### src/rtl/bridge_parity_pkg.sv
// Shared constants, register map and carrier types of the parity handler.
// Assumes one clock, a synchronous active-low reset and an AXI4-Lite master.
package bridge_parity_pkg;

  // ***************************************************************
  // Sides and timing
  // ***************************************************************
  localparam int SIDES      = 2;
  localparam int SIDE_PRI   = 0;
  localparam int SIDE_SEC   = 1;
  localparam int PERR_DELAY = 2;

  // ***************************************************************
  // Register map
  // ***************************************************************
  localparam int         AXI_ADDR_W = 8;
  localparam logic [7:0] CMD_OFF    = 8'h00;
  localparam logic [7:0] BCTL_OFF   = 8'h04;
  localparam logic [7:0] STAT_OFF   = 8'h08;
  localparam logic [7:0] MASK_OFF   = 8'h0c;
  localparam logic [7:0] QSTAT_OFF  = 8'h10;

  localparam int         RESP_BIT   = 0;
  localparam int         STAT_DET   = 0;
  localparam int         STAT_DPD   = 1;
  localparam int         STAT_W     = 4;

  localparam logic [7:0]        CMD_RST  = 8'h00;
  localparam logic [7:0]        BCTL_RST = 8'h00;
  localparam logic [STAT_W-1:0] STAT_RST = 4'h0;
  localparam logic [STAT_W-1:0] MASK_RST = 4'h0;

  localparam logic [1:0] AXI_OKAY   = 2'h0;
  localparam logic [1:0] AXI_SLVERR = 2'h2;

  // ***************************************************************
  // Carrier types
  // ***************************************************************
  typedef struct packed {
    logic [31:0] addr;
    logic [3:0]  cmd;
    logic [31:0] data;
    logic [3:0]  be;
    logic        par_err;
    logic        multi;
  } dw_req_s;

  typedef struct packed {
    logic    cfg_wr;
    logic    cfg_pe;
    logic    rd_vld;
    logic    rd_pe;
    logic    rd_ret;
    logic    rd_flush;
    logic    dw_phase;
    dw_req_s dw;
    logic    dw_dlv;
    logic    dw_done;
  } side_in_s;

  typedef struct packed {
    logic    trdy;
    logic    stop;
    logic    retry;
    logic    cfg_store;
    logic    perr_l;
    logic    perr_oe;
    logic    fwd_par;
    logic    fwd_par_vld;
    logic    q_valid;
    dw_req_s q;
  } side_out_s;

endpackage : bridge_parity_pkg

### src/rtl/bridge_data_parity_handler.sv
// Data parity error handling for both faces of a PCI-to-PCI bridge.
// Assumes the bridge core drives side_in on aclk; only the parity error
// pins arrive from outside and are synchronised here.
//
// Function
// - Forward the received parity condition across the bridge unchanged.
// - Config write parity error, response on: ready, store, parity error.
// - Response off: no parity error; detected bit set either way.
// - Downstream read error: secondary parity error two cycles later.
// - Secondary detected always; data parity detected if response on.
// - Upstream read error: primary parity error two cycles later.
// - Primary data parity detected only when response on.
// - Return read parity as received; drop unread prefetched data.
// - Parity error from initiator during read return is ignored.
// - Normal delayed write is captured whole and answered with retry.
// - Initial delayed write error, response on: ready, stop if multiple phases, parity error.
// - Response off: retry and queue; detected bit always set.
// - Target parity error on delivery: data parity bit if response on, capture.
// - Repeat matches on address, command, data, byte enables, not parity.
// - Repeat with error and status: ready, parity error, stay queued.
// - Error from target only: report if both responses on, complete.
// - Unchecked parity may leave repeats unmatched until master timeout.
//
// Register access over AXI4-Lite and the address map were left to the implementer.
`timescale 1ns/100ps

module bridge_data_parity_handler
  import bridge_parity_pkg::*;
(
  // Clock and reset
  input  wire logic                  aclk,
  input  wire logic                  aresetn,
  // AXI4-Lite register port
  input  wire logic [AXI_ADDR_W-1:0] s_axi_awaddr,
  input  wire logic                  s_axi_awvalid,
  output logic                       s_axi_awready,
  input  wire logic [31:0]           s_axi_wdata,
  input  wire logic [3:0]            s_axi_wstrb,
  input  wire logic                  s_axi_wvalid,
  output logic                       s_axi_wready,
  output logic [1:0]                 s_axi_bresp,
  output logic                       s_axi_bvalid,
  input  wire logic                  s_axi_bready,
  input  wire logic [AXI_ADDR_W-1:0] s_axi_araddr,
  input  wire logic                  s_axi_arvalid,
  output logic                       s_axi_arready,
  output logic [31:0]                s_axi_rdata,
  output logic [1:0]                 s_axi_rresp,
  output logic                       s_axi_rvalid,
  input  wire logic                  s_axi_rready,
  // Bridge core, index 0 primary and 1 secondary
  input  wire side_in_s [SIDES-1:0]  side_in,
  input  wire logic [SIDES-1:0]      perr_in_l,
  output side_out_s [SIDES-1:0]      side_out,
  // Interrupt
  output logic                       irq
);

  // ***************************************************************
  // Parity error pin synchronisers
  // ***************************************************************
  logic [SIDES-1:0] perr_meta_ff;
  logic [SIDES-1:0] perr_sync_ff;

  always_ff @(posedge aclk) begin
    if (!aresetn) begin
      perr_meta_ff <= '1;
      perr_sync_ff <= '1;
    end else begin
      perr_meta_ff <= perr_in_l;
      perr_sync_ff <= perr_meta_ff;
    end
  end

  // ***************************************************************
  // Shared state between the two sides and the register file
  // ***************************************************************
  logic [SIDES-1:0] resp;
  logic [SIDES-1:0] det_set;
  logic [SIDES-1:0] dpd_set;
  logic [SIDES-1:0] qv_vec;
  logic [SIDES-1:0] qdone_vec;

  // ***************************************************************
  // Per-side parity handling
  // ***************************************************************
  for (genvar k = 0; k < SIDES; k++) begin : g_side
    localparam int O = SIDES - 1 - k;

    side_out_s out_ff;
    side_out_s nxt_out;
    logic      pe1_ff;
    logic      nxt_pe1;
    dw_req_s   q_ff;
    dw_req_s   nxt_q;
    logic      qv_ff;
    logic      nxt_qv;
    logic      qdone_ff;
    logic      nxt_qdone;
    logic      qtpe_ff;
    logic      nxt_qtpe;
    logic      hold_ff;
    logic      nxt_hold;
    logic      holdv_ff;
    logic      nxt_holdv;
    logic      pe_req;
    logic      match;

    always_comb begin
      nxt_out             = out_ff;
      nxt_out.trdy        = 1'b0;
      nxt_out.stop        = 1'b0;
      nxt_out.retry       = 1'b0;
      nxt_out.cfg_store   = 1'b0;
      nxt_out.fwd_par_vld = 1'b0;
      nxt_q               = q_ff;
      nxt_qv              = qv_ff;
      nxt_qdone           = qdone_ff;
      nxt_qtpe            = qtpe_ff;
      nxt_hold            = hold_ff;
      nxt_holdv           = holdv_ff;
      pe_req              = 1'b0;
      det_set[k]          = 1'b0;
      dpd_set[k]          = 1'b0;
      // Parity takes no part in the match, so a repeat with a parity
      // slip still finds its entry; with checking off a corrupted
      // repeat can miss and leave the entry to time out.
      match = qv_ff &&
              side_in[k].dw.addr == q_ff.addr &&
              side_in[k].dw.cmd  == q_ff.cmd  &&
              side_in[k].dw.data == q_ff.data &&
              side_in[k].dw.be   == q_ff.be;

      // Bridge as initiator: read data from a target on this side.
      if (side_in[k].rd_vld && side_in[k].rd_pe) begin
        det_set[k] = 1'b1;
        if (resp[k]) begin
          pe_req     = 1'b1;
          dpd_set[k] = 1'b1;
        end
      end

      // Bridge as target returning read data fetched on the far side.
      // An initiator parity error seen meanwhile is left to the
      // initiator, so nothing here looks at the pin.
      if (side_in[k].rd_ret && holdv_ff) begin
        nxt_out.fwd_par_vld = 1'b1;
        nxt_out.fwd_par     = hold_ff;
        nxt_holdv           = 1'b0;
      end
      if (side_in[k].rd_flush) begin
        nxt_holdv = 1'b0;
      end
      if (side_in[O].rd_vld) begin
        nxt_holdv = 1'b1;
        nxt_hold  = side_in[O].rd_pe;
      end

      // Type 0 write to own configuration space, primary face only.
      if (k == SIDE_PRI && side_in[k].cfg_wr) begin
        nxt_out.trdy      = 1'b1;
        nxt_out.cfg_store = 1'b1;
        if (side_in[k].cfg_pe) begin
          det_set[k] = 1'b1;
          pe_req     = resp[k];
        end
      end

      // Delayed write data phase from an initiator on this side.
      if (side_in[k].dw_phase) begin
        det_set[k] = side_in[k].dw.par_err;
        if (!qv_ff) begin
          if (side_in[k].dw.par_err && resp[k]) begin
            nxt_out.trdy = 1'b1;
            nxt_out.stop = side_in[k].dw.multi;
            pe_req       = 1'b1;
          end else begin
            nxt_out.retry = 1'b1;
            nxt_q         = side_in[k].dw;
            nxt_qv        = 1'b1;
            nxt_qdone     = 1'b0;
            nxt_qtpe      = 1'b0;
          end
        end else if (match && qdone_ff) begin
          nxt_out.trdy = 1'b1;
          if (side_in[k].dw.par_err) begin
            pe_req = resp[k];
          end else begin
            nxt_qv = 1'b0;
            if (qtpe_ff && !q_ff.par_err && (&resp)) begin
              pe_req = 1'b1;
            end
          end
        end else begin
          nxt_out.retry = 1'b1;
        end
      end

      // Delivery of this side's queued write on the far side.
      if (side_in[O].dw_dlv && !perr_sync_ff[O]) begin
        nxt_qtpe = 1'b1;
      end
      if (side_in[O].dw_done) begin
        nxt_qdone = 1'b1;
      end

      // Target on this side flags parity while the bridge delivers.
      if (side_in[k].dw_dlv && !perr_sync_ff[k] && resp[k]) begin
        dpd_set[k] = 1'b1;
      end

      // Two stages put the pin two cycles after the data transfer.
      nxt_pe1         = pe_req;
      nxt_out.perr_l  = !pe1_ff;
      nxt_out.perr_oe = pe1_ff;
      nxt_out.q_valid = nxt_qv;
      nxt_out.q       = nxt_q;
    end

    always_ff @(posedge aclk) begin
      if (!aresetn) begin
        out_ff        <= '0;
        out_ff.perr_l <= 1'b1;
        pe1_ff        <= 1'b0;
        q_ff          <= '0;
        qv_ff         <= 1'b0;
        qdone_ff      <= 1'b0;
        qtpe_ff       <= 1'b0;
        hold_ff       <= 1'b0;
        holdv_ff      <= 1'b0;
      end else begin
        out_ff        <= nxt_out;
        pe1_ff        <= nxt_pe1;
        q_ff          <= nxt_q;
        qv_ff         <= nxt_qv;
        qdone_ff      <= nxt_qdone;
        qtpe_ff       <= nxt_qtpe;
        hold_ff       <= nxt_hold;
        holdv_ff      <= nxt_holdv;
      end
    end

    assign side_out[k]  = out_ff;
    assign qv_vec[k]    = qv_ff;
    assign qdone_vec[k] = qdone_ff;
  end

  // ***************************************************************
  // Register file and AXI4-Lite slave
  // ***************************************************************
  logic [7:0]            cmd_ff;
  logic [7:0]            nxt_cmd;
  logic [7:0]            bctl_ff;
  logic [7:0]            nxt_bctl;
  logic [STAT_W-1:0]     stat_ff;
  logic [STAT_W-1:0]     nxt_stat;
  logic [STAT_W-1:0]     mask_ff;
  logic [STAT_W-1:0]     nxt_mask;
  logic [STAT_W-1:0]     stat_set;
  logic [STAT_W-1:0]     stat_clr;
  logic [AXI_ADDR_W-1:0] awaddr_ff;
  logic [AXI_ADDR_W-1:0] nxt_awaddr;
  logic                  awv_ff;
  logic                  nxt_awv;
  logic [31:0]           wdata_ff;
  logic [31:0]           nxt_wdata;
  logic                  wlo_ff;
  logic                  nxt_wlo;
  logic                  wv_ff;
  logic                  nxt_wv;
  logic                  awready_ff;
  logic                  nxt_awready;
  logic                  wready_ff;
  logic                  nxt_wready;
  logic                  bvalid_ff;
  logic                  nxt_bvalid;
  logic [1:0]            bresp_ff;
  logic [1:0]            nxt_bresp;
  logic                  arready_ff;
  logic                  nxt_arready;
  logic                  rvalid_ff;
  logic                  nxt_rvalid;
  logic [31:0]           rdata_ff;
  logic [31:0]           nxt_rdata;
  logic [1:0]            rresp_ff;
  logic [1:0]            nxt_rresp;
  logic                  irq_ff;
  logic                  nxt_irq;

  assign resp = {bctl_ff[RESP_BIT], cmd_ff[RESP_BIT]};

  always_comb begin
    nxt_cmd     = cmd_ff;
    nxt_bctl    = bctl_ff;
    nxt_mask    = mask_ff;
    nxt_awaddr  = awaddr_ff;
    nxt_awv     = awv_ff;
    nxt_wdata   = wdata_ff;
    nxt_wlo     = wlo_ff;
    nxt_wv      = wv_ff;
    nxt_bvalid  = bvalid_ff;
    nxt_bresp   = bresp_ff;
    nxt_rvalid  = rvalid_ff;
    nxt_rdata   = rdata_ff;
    nxt_rresp   = rresp_ff;
    stat_clr    = '0;
    for (int s = 0; s < SIDES; s++) begin
      stat_set[2*s+STAT_DET] = det_set[s];
      stat_set[2*s+STAT_DPD] = dpd_set[s];
    end

    if (s_axi_awvalid && awready_ff) begin
      nxt_awaddr = s_axi_awaddr;
      nxt_awv    = 1'b1;
    end
    if (s_axi_wvalid && wready_ff) begin
      nxt_wdata = s_axi_wdata;
      nxt_wlo   = s_axi_wstrb[0];
      nxt_wv    = 1'b1;
    end
    if (bvalid_ff && s_axi_bready) begin
      nxt_bvalid = 1'b0;
    end

    // Address and data may arrive in either order; the write acts once
    // both are held and no earlier response is still outstanding.
    if (awv_ff && wv_ff && !bvalid_ff) begin
      nxt_awv    = 1'b0;
      nxt_wv     = 1'b0;
      nxt_bvalid = 1'b1;
      nxt_bresp  = AXI_OKAY;
      case (awaddr_ff)
        CMD_OFF: begin
          if (wlo_ff) nxt_cmd = wdata_ff[7:0];
        end
        BCTL_OFF: begin
          if (wlo_ff) nxt_bctl = wdata_ff[7:0];
        end
        STAT_OFF: begin
          if (wlo_ff) stat_clr = wdata_ff[STAT_W-1:0];
        end
        MASK_OFF: begin
          if (wlo_ff) nxt_mask = wdata_ff[STAT_W-1:0];
        end
        QSTAT_OFF: begin
          nxt_bresp = AXI_OKAY;
        end
        default: begin
          nxt_bresp = AXI_SLVERR;
        end
      endcase
    end

    // A fresh event outranks a clear of the same bit.
    nxt_stat = (stat_ff & ~stat_clr) | stat_set;

    if (rvalid_ff && s_axi_rready) begin
      nxt_rvalid = 1'b0;
    end
    if (s_axi_arvalid && arready_ff) begin
      nxt_rvalid = 1'b1;
      nxt_rresp  = AXI_OKAY;
      nxt_rdata  = '0;
      case (s_axi_araddr)
        CMD_OFF:   nxt_rdata[7:0]        = cmd_ff;
        BCTL_OFF:  nxt_rdata[7:0]        = bctl_ff;
        STAT_OFF:  nxt_rdata[STAT_W-1:0] = stat_ff;
        MASK_OFF:  nxt_rdata[STAT_W-1:0] = mask_ff;
        QSTAT_OFF: nxt_rdata[3:0]        = {qdone_vec, qv_vec};
        default:   nxt_rresp             = AXI_SLVERR;
      endcase
    end

    nxt_awready = !nxt_awv;
    nxt_wready  = !nxt_wv;
    nxt_arready = !nxt_rvalid;
    nxt_irq     = |(nxt_stat & nxt_mask);
  end

  always_ff @(posedge aclk) begin
    if (!aresetn) begin
      cmd_ff     <= CMD_RST;
      bctl_ff    <= BCTL_RST;
      stat_ff    <= STAT_RST;
      mask_ff    <= MASK_RST;
      awaddr_ff  <= '0;
      awv_ff     <= 1'b0;
      wdata_ff   <= '0;
      wlo_ff     <= 1'b0;
      wv_ff      <= 1'b0;
      awready_ff <= 1'b0;
      wready_ff  <= 1'b0;
      bvalid_ff  <= 1'b0;
      bresp_ff   <= AXI_OKAY;
      arready_ff <= 1'b0;
      rvalid_ff  <= 1'b0;
      rdata_ff   <= '0;
      rresp_ff   <= AXI_OKAY;
      irq_ff     <= 1'b0;
    end else begin
      cmd_ff     <= nxt_cmd;
      bctl_ff    <= nxt_bctl;
      stat_ff    <= nxt_stat;
      mask_ff    <= nxt_mask;
      awaddr_ff  <= nxt_awaddr;
      awv_ff     <= nxt_awv;
      wdata_ff   <= nxt_wdata;
      wlo_ff     <= nxt_wlo;
      wv_ff      <= nxt_wv;
      awready_ff <= nxt_awready;
      wready_ff  <= nxt_wready;
      bvalid_ff  <= nxt_bvalid;
      bresp_ff   <= nxt_bresp;
      arready_ff <= nxt_arready;
      rvalid_ff  <= nxt_rvalid;
      rdata_ff   <= nxt_rdata;
      rresp_ff   <= nxt_rresp;
      irq_ff     <= nxt_irq;
    end
  end

  assign s_axi_awready = awready_ff;
  assign s_axi_wready  = wready_ff;
  assign s_axi_bvalid  = bvalid_ff;
  assign s_axi_bresp   = bresp_ff;
  assign s_axi_arready = arready_ff;
  assign s_axi_rvalid  = rvalid_ff;
  assign s_axi_rdata   = rdata_ff;
  assign s_axi_rresp   = rresp_ff;
  assign irq           = irq_ff;

endmodule : bridge_data_parity_handler

### config.mk
export PLATFORM = sky130hd
export DESIGN_NAME = bridge_data_parity_handler
export DESIGN_NICKNAME = d
export VERILOG_FILES = /design/src/rtl/bridge_parity_pkg.sv /design/src/rtl/bridge_data_parity_handler.sv
export SDC_FILE = /design/constraint.sdc
export NUM_CORES = 1
export LEC_CHECK = 0
export BUFFER_PORTS_ARGS = -buffer_cell sky130_fd_sc_hd__buf_2
export CAP_MARGIN = 20
export CORE_MARGIN = 2
export CORE_UTILIZATION = 40
export CTS_BUF_LIST = sky130_fd_sc_hd__clkbuf_4
export DETAILED_ROUTE_END_ITERATION = 10
export PLACE_DENSITY_LB_ADDON = 0.05
export SLEW_MARGIN = 15
export SYNTH_ARGS = -nofsm -noshare
export SYNTH_HDL_FRONTEND = slang
export SYNTH_SLANG_ARGS = --single-unit
### constraint.sdc
create_clock -name aclk -period 4.47 [get_ports aclk]
set_input_delay 0.6705 -clock aclk [delete_from_list [all_inputs] [get_ports aclk]]
set_output_delay 0.6705 -clock aclk [all_outputs]
set_load 0.01 [all_outputs]
==> run summary, run 1 <==
status: finished, final reports clean
Final Hold Fails: 0
Tcrit/Tclk final: 54.52%
fill count: 2720
LEAKAGE: 6.187 nW
post-DP HPWL: 23.76 mm
Antenna Nets Post-Route: 0
first drt pass iteration count: 4
Initial Utilization: 40.71%
CP max stage delay: 0.55 ns
Reg area: 4765 µm²
DR DRC count: 0
total congestion overflow: 0
endpoint type of the worst setup path: register
Top FF cell, synth: dfxtp_1
chip height: 169.4 µm
clk_skew: 0.05317 ns
initial antenna violation count: 10
Die Width: 169.4 µm
Crit path depth: 6
clock-pin slew on the worst setup and hold paths: 0.06 ns
CP max FO: 7
Post-synth EDFFs: 0
sw frac: 28.09%
I/O pin cnt: 435
Slew Limit Fails: 0
# hold bufs at CTS: 0
Clk pwr share: 40.9%
Placer Congestion: 0.8109
vias in the first global route: 9747
first-pass GRT wire length: 50.62 mm
layout cells sized above 1: 29.65%
cell-internal power: 3.655 mW
row count: 60
Routed WL: 32.67 mm
Syn. warnings: 0
Final Setup Violations: 0
Max IR drop VDD: 0.2315 mV
Routed wire per std cell: 15.74 µm
CP bufs+invs: 0
Min-Delay Path Class: primary input to register
Tot GR Track Use: 22.15%
CTS tree: built
MaxCap Viol Count: 0
Seq/Total Area, Yosys: 43.55%
Yosys cell types: 51
syn_area_per_cell: 8.514 µm²
power density cells: 366.1 nW/µm²
Crit Path Category: register to register
Yosys reg bits: 238
Psw: 1.428 mW
Reg power frac: 45.6%
Critical Path AT: 2.96 ns
DR iter-0 viols: 373
worst-margin pin slew: 0.9433 ns
Worst-Skew Late Latency: 0.67 ns
worst path required time: 4.99 ns
Finished Layout Cells: 2076
CTS-repair resized insts: 0
Fin Hold WS: 0.2232 ns
Total Negative Setup Slacks: 0 ns
TritonCTS buffer count: 70
via count: 10004
H-tree depth: 3
post-synth design cell area: 10940 µm²
clk buf depth: 3
post-CTS setup buffer count: 0
DIE AREA: 28690 µm²
nets: 1900
Gate power share: 13.5%
Startpoint Class: register
RSZ-0062 raised after global routing: no
Slew headroom: 36.97%
clock root buffer master: clkbuf_4
Clock Sinks: 238
ys async rst share: 0%
drt via density: 4.819
CORE AREA: 26880 µm²
Cell Chain, Critical Path: or4_4 -> nor4_4 -> and3_1 -> mux2i_1 -> o22ai_1 -> o21a_1
Cells after Synth: 1285
placed cell count: 1942
CP max stage cell: or4_4
Top delay family on crit path: simple AND/OR/NAND/NOR gates
area delta synth->final: 26.91%
port bufs: 378
hold depth: 2
min cycle time layout: 2.437 ns
Worst Reg2Reg Path Length in Cells: 6
FMAX: 410.4 MHz
largest net degree at the start of global routing: 142
area taken by multi-input logic gates: 5742 µm²
## cell usage in the layout (no fill, tap or decap), types with 5 or more instances in the layout
cell type,count
nor2b_1,44
buf_2,377
mux2i_1,25
inv_1,19
nor4_1,18
and3_1,6
xor2_1,42
nand4_1,22
xnor2_1,74
nand2b_1,22
a21oi_1,9
diode_2,8
o2111ai_1,6
nor2_1,21
conb_1,27
o21ai_0,20
a21boi_0,172
or2b_1,9
nand2_1,348
clkbuf_4,104
and2_1,9
a22oi_1,6
nand3_1,22
clkinv_1,16
dfxtp_1,238
buf_4,8
nand4b_1,5
## cell usage after synthesis, drive strengths merged (3+ instances only)
cell type / n / area [µm²]
a2111o: 3 / 33.78
a21boi: 172 / 1291
a21oi: 11 / 55.05
a221oi: 4 / 35.03
a22oi: 6 / 45.04
and2: 9 / 56.30
and3: 6 / 37.54
buf: 33 / 251.5
clkbuf: 63 / 236.5
dfxtp: 238 / 4765
inv: 19 / 71.32
mux2: 3 / 33.78
mux2i: 25 / 250.2
nand2: 348 / 1306
nand2b: 24 / 150.1
nand3: 22 / 110.1
nand4: 22 / 137.6
nand4b: 5 / 43.79
nor2: 21 / 78.83
nor2b: 45 / 289.0
nor3: 4 / 20.02
nor4: 19 / 133.9
o2111ai: 6 / 52.55
o21a: 3 / 22.52
o21ai: 20 / 100.1
o22ai: 4 / 25.02
or2b: 9 / 67.56
or4: 3 / 26.27
xnor2: 74 / 648.1
xor2: 42 / 367.9
## kinds of logic after synthesis
logic type	after synthesis	synth area share, %
DFF	238	43.55
muxes	29	2.802
AOI/OAI and AO/OA	241	16.18
other	1	0.03428
xor gates and xnor gates	116	9.286
and+or+nand+nor	545	23.03
buffers and inverters	115	5.112
## state kept, by name, indices dropped and copies added, names as in the netlist, 2 cells and up
| name | count |
|---|---|
| g_side.pe1_ff | 2 |
| perr_meta_ff | 2 |
| g_side.qdone_ff | 2 |
| mask_ff | 4 |
| g_side.qtpe_ff | 2 |
| cmd_ff | 8 |
| g_side.q_ff | 148 |
| awaddr_ff | 8 |
| stat_ff | 4 |
| g_side.qv_ff | 2 |
| s_axi_rdata | 8 |
| g_side.hold_ff | 2 |
| perr_sync_ff | 2 |
| wdata_ff | 8 |
| bctl_ff | 8 |
| side_out | 15 |
| g_side.holdv_ff | 2 |
## worst paths after layout
kind | start | end | slack (ns)
min reg2reg | perr_meta_ff[1]$_SDFF_PN1_ | perr_sync_ff[1]$_SDFF_PN1_ | 0.40
min | perr_in_l[0] | perr_meta_ff[0]$_SDFF_PN1_ | 0.22
max reg2reg | awaddr_ff[1]$_SDFFE_PN0P_ | irq$_SDFF_PN0_ | 2.03
max | awaddr_ff[1]$_SDFFE_PN0P_ | irq$_SDFF_PN0_ | 2.03
## power groups by stage
stage               combinational, mW  sequential (mW)  clock [mW]
floorplan                       0.365             2.39           0
global route                    0.762             2.33        2.28
finish                          0.684             2.32        2.08
detailed placement              0.692             2.37           0
global placement                0.688             2.36           0
CTS                             0.695             2.32        2.16
## final cells by class
class                      instances  area share, %
sequential                       238          34.32
inverter                          19         0.5137
tap                              341          3.073
clock buffer                     104          5.623
multi-input combinational        958          41.35
timing repair buffer             386          14.10
antenna                            8         0.1442
clock inverter                    22         0.8741
## metal layers
| layer | vias up | global-route usage (%) | wire length [µm] |
|---|---|---|---|
| li1 | 5070 | - | - |
| met1 | 4558 | 26.06 | 13550 |
| met2 | 315 | 37.00 | 15530 |
| met3 | 57 | 8.092 | 2920 |
| met4 | 4 | 8.213 | 648 |
| met5 | - | 0 | 26 |
## per-stage QoR
step / power [mW] / util, % / area (µm²) / setup WS (ns)
CTS: 5.172 / 51.59 / 13860 / 2.019
floorplan: 2.757 / - / 11040 / 2.156
detailed placement: 3.058 / 48.23 / 12960 / 1.733
global route: 5.377 / 51.65 / 13880 / 1.911
global placement: 3.049 / 48.23 / 12960 / 1.749
finish: 5.083 / 51.66 / 13880 / 2.033
No activity file was read; power rests on OpenSTA's default activity.
==> inputs of run 2 (changes only) <==
--- a/config.mk
+++ b/config.mk
@@ -5,6 +5,7 @@
 export SDC_FILE = /design/constraint.sdc
 export NUM_CORES = 1
 export LEC_CHECK = 0
+export ABC_AREA = 1
 export BUFFER_PORTS_ARGS = -buffer_cell sky130_fd_sc_hd__buf_2
 export CAP_MARGIN = 20
 export CORE_MARGIN = 2
==> constraint.sdc (replaced) <==
create_clock -name aclk -period 1.98 [get_ports aclk]
set_input_delay 0.297 -clock aclk [delete_from_list [all_inputs] [get_ports aclk]]
set_output_delay 0.297 -clock aclk [all_outputs]
set_load 0.01 [all_outputs]
==> run summary, run 2 <==
status: finished, final reports clean (unchanged)
first-pass GRT wire length: 55.48 mm (was 50.62 mm)
Min-Delay Path Class: primary input to register (unchanged)
DR iter-0 viols: 670 (was 373)
Slew headroom: 55.22% (was 36.97%)
worst path required time: 2.58 ns (was 4.99 ns)
Largest Register: g_side.q_ff (unchanged)
syn_area_per_cell: 6.692 µm² (was 8.514 µm²)
H-tree depth: 3 (unchanged)
Worst Reg2Reg Path Length in Cells: 12 (was 6)
R2R setup slack: 0.32 ns (was 2.03 ns)
Clock Sinks: 238 (unchanged)
Initial Utilization: 40.61% (was 40.71%)
Tot GR Track Use: 23.53% (was 22.15%)
Critical Path AT: 2.41 ns (was 2.96 ns)
Reg area: 4765 µm² (unchanged)
total congestion overflow: 0 (unchanged)
vias in the first global route: 11523 (was 9747)
Routed WL: 36.14 mm (was 32.67 mm)
Antenna Nets Post-Route: 0 (unchanged)
Placer Congestion: 0.8504 (was 0.8109)
most common cell after layout, fill and taps aside: nand2_1 (was buf_2)
chip height: 171.9 µm (was 169.4 µm)
CP bufs+invs: 4 (was 0)
Yosys reg bits: 238 (unchanged)
clock-pin slew on the worst setup and hold paths: 0.06 ns (about the same)
layout cells sized above 1: 22.71% (was 29.65%)
Place WS: 0.2916 ns (was 1.733 ns)
RSZ-0062 raised after global routing: no (unchanged)
CTS-repair resized insts: 0 (unchanged)
clock root buffer master: clkbuf_4 (unchanged)
Worst-Skew Late Latency: 0.66 ns (was 0.67 ns)
port bufs: 378 (unchanged)
DR DRC count: 0 (unchanged)
post-synth design cell area: 11280 µm² (was 10940 µm²)
Top FF cell, synth: dfxtp_1 (unchanged)
Setup crit end: g_side[1].holdv_ff$_SDFFE_PN0P_ (was irq$_SDFF_PN0_)
Yosys cell types: 35 (was 51)
post-DP HPWL: 25.47 mm (was 23.76 mm)
area delta synth->final: 43.26% (was 26.91%)
fill count: 2739 (was 2720)
FMAX: 552.8 MHz
Startpoint Class: primary input (was register)
Total Negative Setup Slacks: 0 ns (unchanged)
endpoint type of the worst setup path: register (unchanged)
CP max stage delay: 0.57 ns (was 0.55 ns)
power density cells: 754.2 nW/µm² (was 366.1 nW/µm²)
Routed wire per std cell: 13.43 µm (was 15.74 µm)
worst-margin pin slew: 0.6710 ns (was 0.9433 ns)
I/O pin cnt: 435 (unchanged)
Slew Limit Fails: 0 (unchanged)
Final Hold Fails: 0 (unchanged)
Cells after Synth: 1686 (was 1285)
reg2reg end: side_out[82]$_SDFF_PN0_ (was irq$_SDFF_PN0_)
leading area contributor after synthesis: dfxtp_1 (unchanged)
ys async rst share: 0% (unchanged)
Post-synth EDFFs: 0 (unchanged)
CP max FO: 3 (was 7)
Crit Path Category: primary input to register (was register to register)
fin worst setup slack: 0.1709 ns (was 2.033 ns)
LEAKAGE: 8.082 nW (was 6.187 nW)
Crit path depth: 7 (was 6)
cell area after placement: 13430 µm² (was 12960 µm²)
CORE AREA: 27780 µm² (was 26880 µm²)
CP startpoint: side_in[80] (was awaddr_ff[1]$_SDFFE_PN0P_)
Syn. warnings: 0 (unchanged)
Power Total: 12.19 mW (was 5.083 mW)
most common cell in the synthesized netlist: nand2_1 (unchanged)
clk_skew: 0.05668 ns (was 0.05317 ns)
most used cell, CP: dlygate4sd3_1
Tcrit/Tclk final: 91.37%
nets: 2503 (was 1900)
Reg2Reg Launch Point: g_side[0].q_ff[11]$_SDFFE_PN0P_ (was awaddr_ff[1]$_SDFFE_PN0P_)
Final Setup Violations: 0 (unchanged)
via count: 12329 (was 10004)
CP max stage cell: dlygate4sd3_1 (was or4_4)
most frequent cells in the layout: nand2_1, buf_2, inv_1, o21ai_0, dfxtp_1 (was buf_2, nand2_1, dfxtp_1, a21boi_0, clkbuf_4)
Cell Chain, Critical Path: dlygate4sd3_1 -> buf_2 -> nor2_1 -> dlygate4sd3_1 -> nand3_1 -> dlygate4sd3_1 -> a21oi_1 (was or4_4 -> nor4_4 -> and3_1 -> mux2i_1 -> o22ai_1 -> o21a_1)
first drt pass iteration count: 5 (was 4)
post-synth top area share: 42.23% (was 43.55%)
Synth top cells by count: nand2_1, inv_1, o21ai_0 (was nand2_1, dfxtp_1, a21boi_0)
Seq/Total Area, Yosys: 42.23% (was 43.55%)
area taken by multi-input logic gates: 5014 µm² (was 5742 µm²)
MaxCap Viol Count: 0 (unchanged)
TritonCTS buffer count: 71 (was 70)
Layout Cell Area excl Fill: 16160 µm² (was 13880 µm²)
clk buf depth: 3 (unchanged)
Max IR drop VDD: 0.4552 mV (was 0.2315 mV)
DIE AREA: 29570 µm² (was 28690 µm²)
largest net degree at the start of global routing: 152 (was 142)
row count: 61 (was 60)
Top delay family on crit path: buffers and inverters (was simple AND/OR/NAND/NOR gates)
initial antenna violation count: 1 (was 10)
CTS tree: built (unchanged)
Die Width: 171.9 µm (was 169.4 µm)
min cycle time layout: 1.809 ns
top cells by area, synth: dfxtp_1, nand2_1, o21ai_0 (was dfxtp_1, nand2_1, a21boi_0)
max reg flops: 148 (unchanged)
drt via density: 4.582 (was 4.819)
hold depth: 5 (was 2)
-- run 2: cell count changes in the layout (fill, tap and decap cells not counted), moves of 25 or more --
cell and delta:
o21ai_0 +221, inv_1 +280, xnor2_1 -52, nor2_1 +110, nor2b_1 -44, nand2_1 +34, a21boi_0 -172, xor2_1 -36
dlygate4sd3_1 +192, mux2i_1 -25, a21oi_1 +196
-- run 2: cells by family (layout without fill, tap and decap cells) --
| family | count (synthesis) | count (layout) | synth area share (%) |
|---|---|---|---|
| AO/OA/AOI/OAI | 461 | 461 | 20.81 |
| other | 1 | 28 | 0.03324 |
| buffers and inverters | 393 | 993 | 14.37 |
| flip-flops | 238 | 238 | 42.23 |
| AND/OR/NAND/NOR | 565 | 565 | 20.38 |
| XOR/XNOR | 28 | 28 | 2.174 |
-- run 2: area by class of cell --
class,instances,share of cell area [%]
tap,378,2.926
inverter,302,7.013
antenna,1,0.01548
clock inverter,12,0.4877
timing repair buffer,582,24.55
sequential,238,29.48
multi-input combinational,1081,31.02
clock buffer,97,4.505
-- run 2: timing repair --
action | 4_1_cts | 5_1_grt
hold buffers | 192 | 0
buffers inserted | 0 | 0
endpoints found under the hold margin | 192 | 0
-- run 2: worst min path at each step --
stage                                            from                          end  slack, ns
after floorplan           g_side[0].pe1_ff$_SDFF_PN0_      side_out[78]$_SDFF_PN1_       0.36
after global placement    g_side[1].pe1_ff$_SDFF_PN0_     side_out[161]$_SDFF_PN1_       0.38
after detailed placement  g_side[1].pe1_ff$_SDFF_PN0_     side_out[161]$_SDFF_PN1_       0.39
after CTS                                side_in[162]  g_side[1].pe1_ff$_SDFF_PN0_       0.04
after global routing                     side_in[162]  g_side[1].pe1_ff$_SDFF_PN0_       0.07
final                                    side_in[162]  g_side[1].pe1_ff$_SDFF_PN0_       0.11
-- run 2: report_power, final --
part           switching (mW)  internal (mW)
clock network            2.07           2.36
registers               0.229           5.14
logic                    1.35           1.04
-- run 2: routing by layer --
metal / global-route usage, % / share of wire (%)
met5: 0 / 0
met4: 9.792 / 2.8
met3: 7.095 / 8.5
met2: 39.79 / 47
met1: 27.78 / 42
-- run 2: tightest hold or removal path, stage by stage --
cell	delay (ns)
buf_2	0.10
nand2_1	0.14
inv_1	0.07
nand2_1	0.06
a21oi_1	0.05
-- run 2: stage by stage --
step                cells  hold WS [ns]  util, %
floorplan            1712        0.3633        -
global placement     2389        0.3777    48.35
detailed placement   2389        0.3871    48.35
CTS                  2690       0.03618    58.17
global route         2691       0.07382    58.18
finish               2691        0.1061    58.18
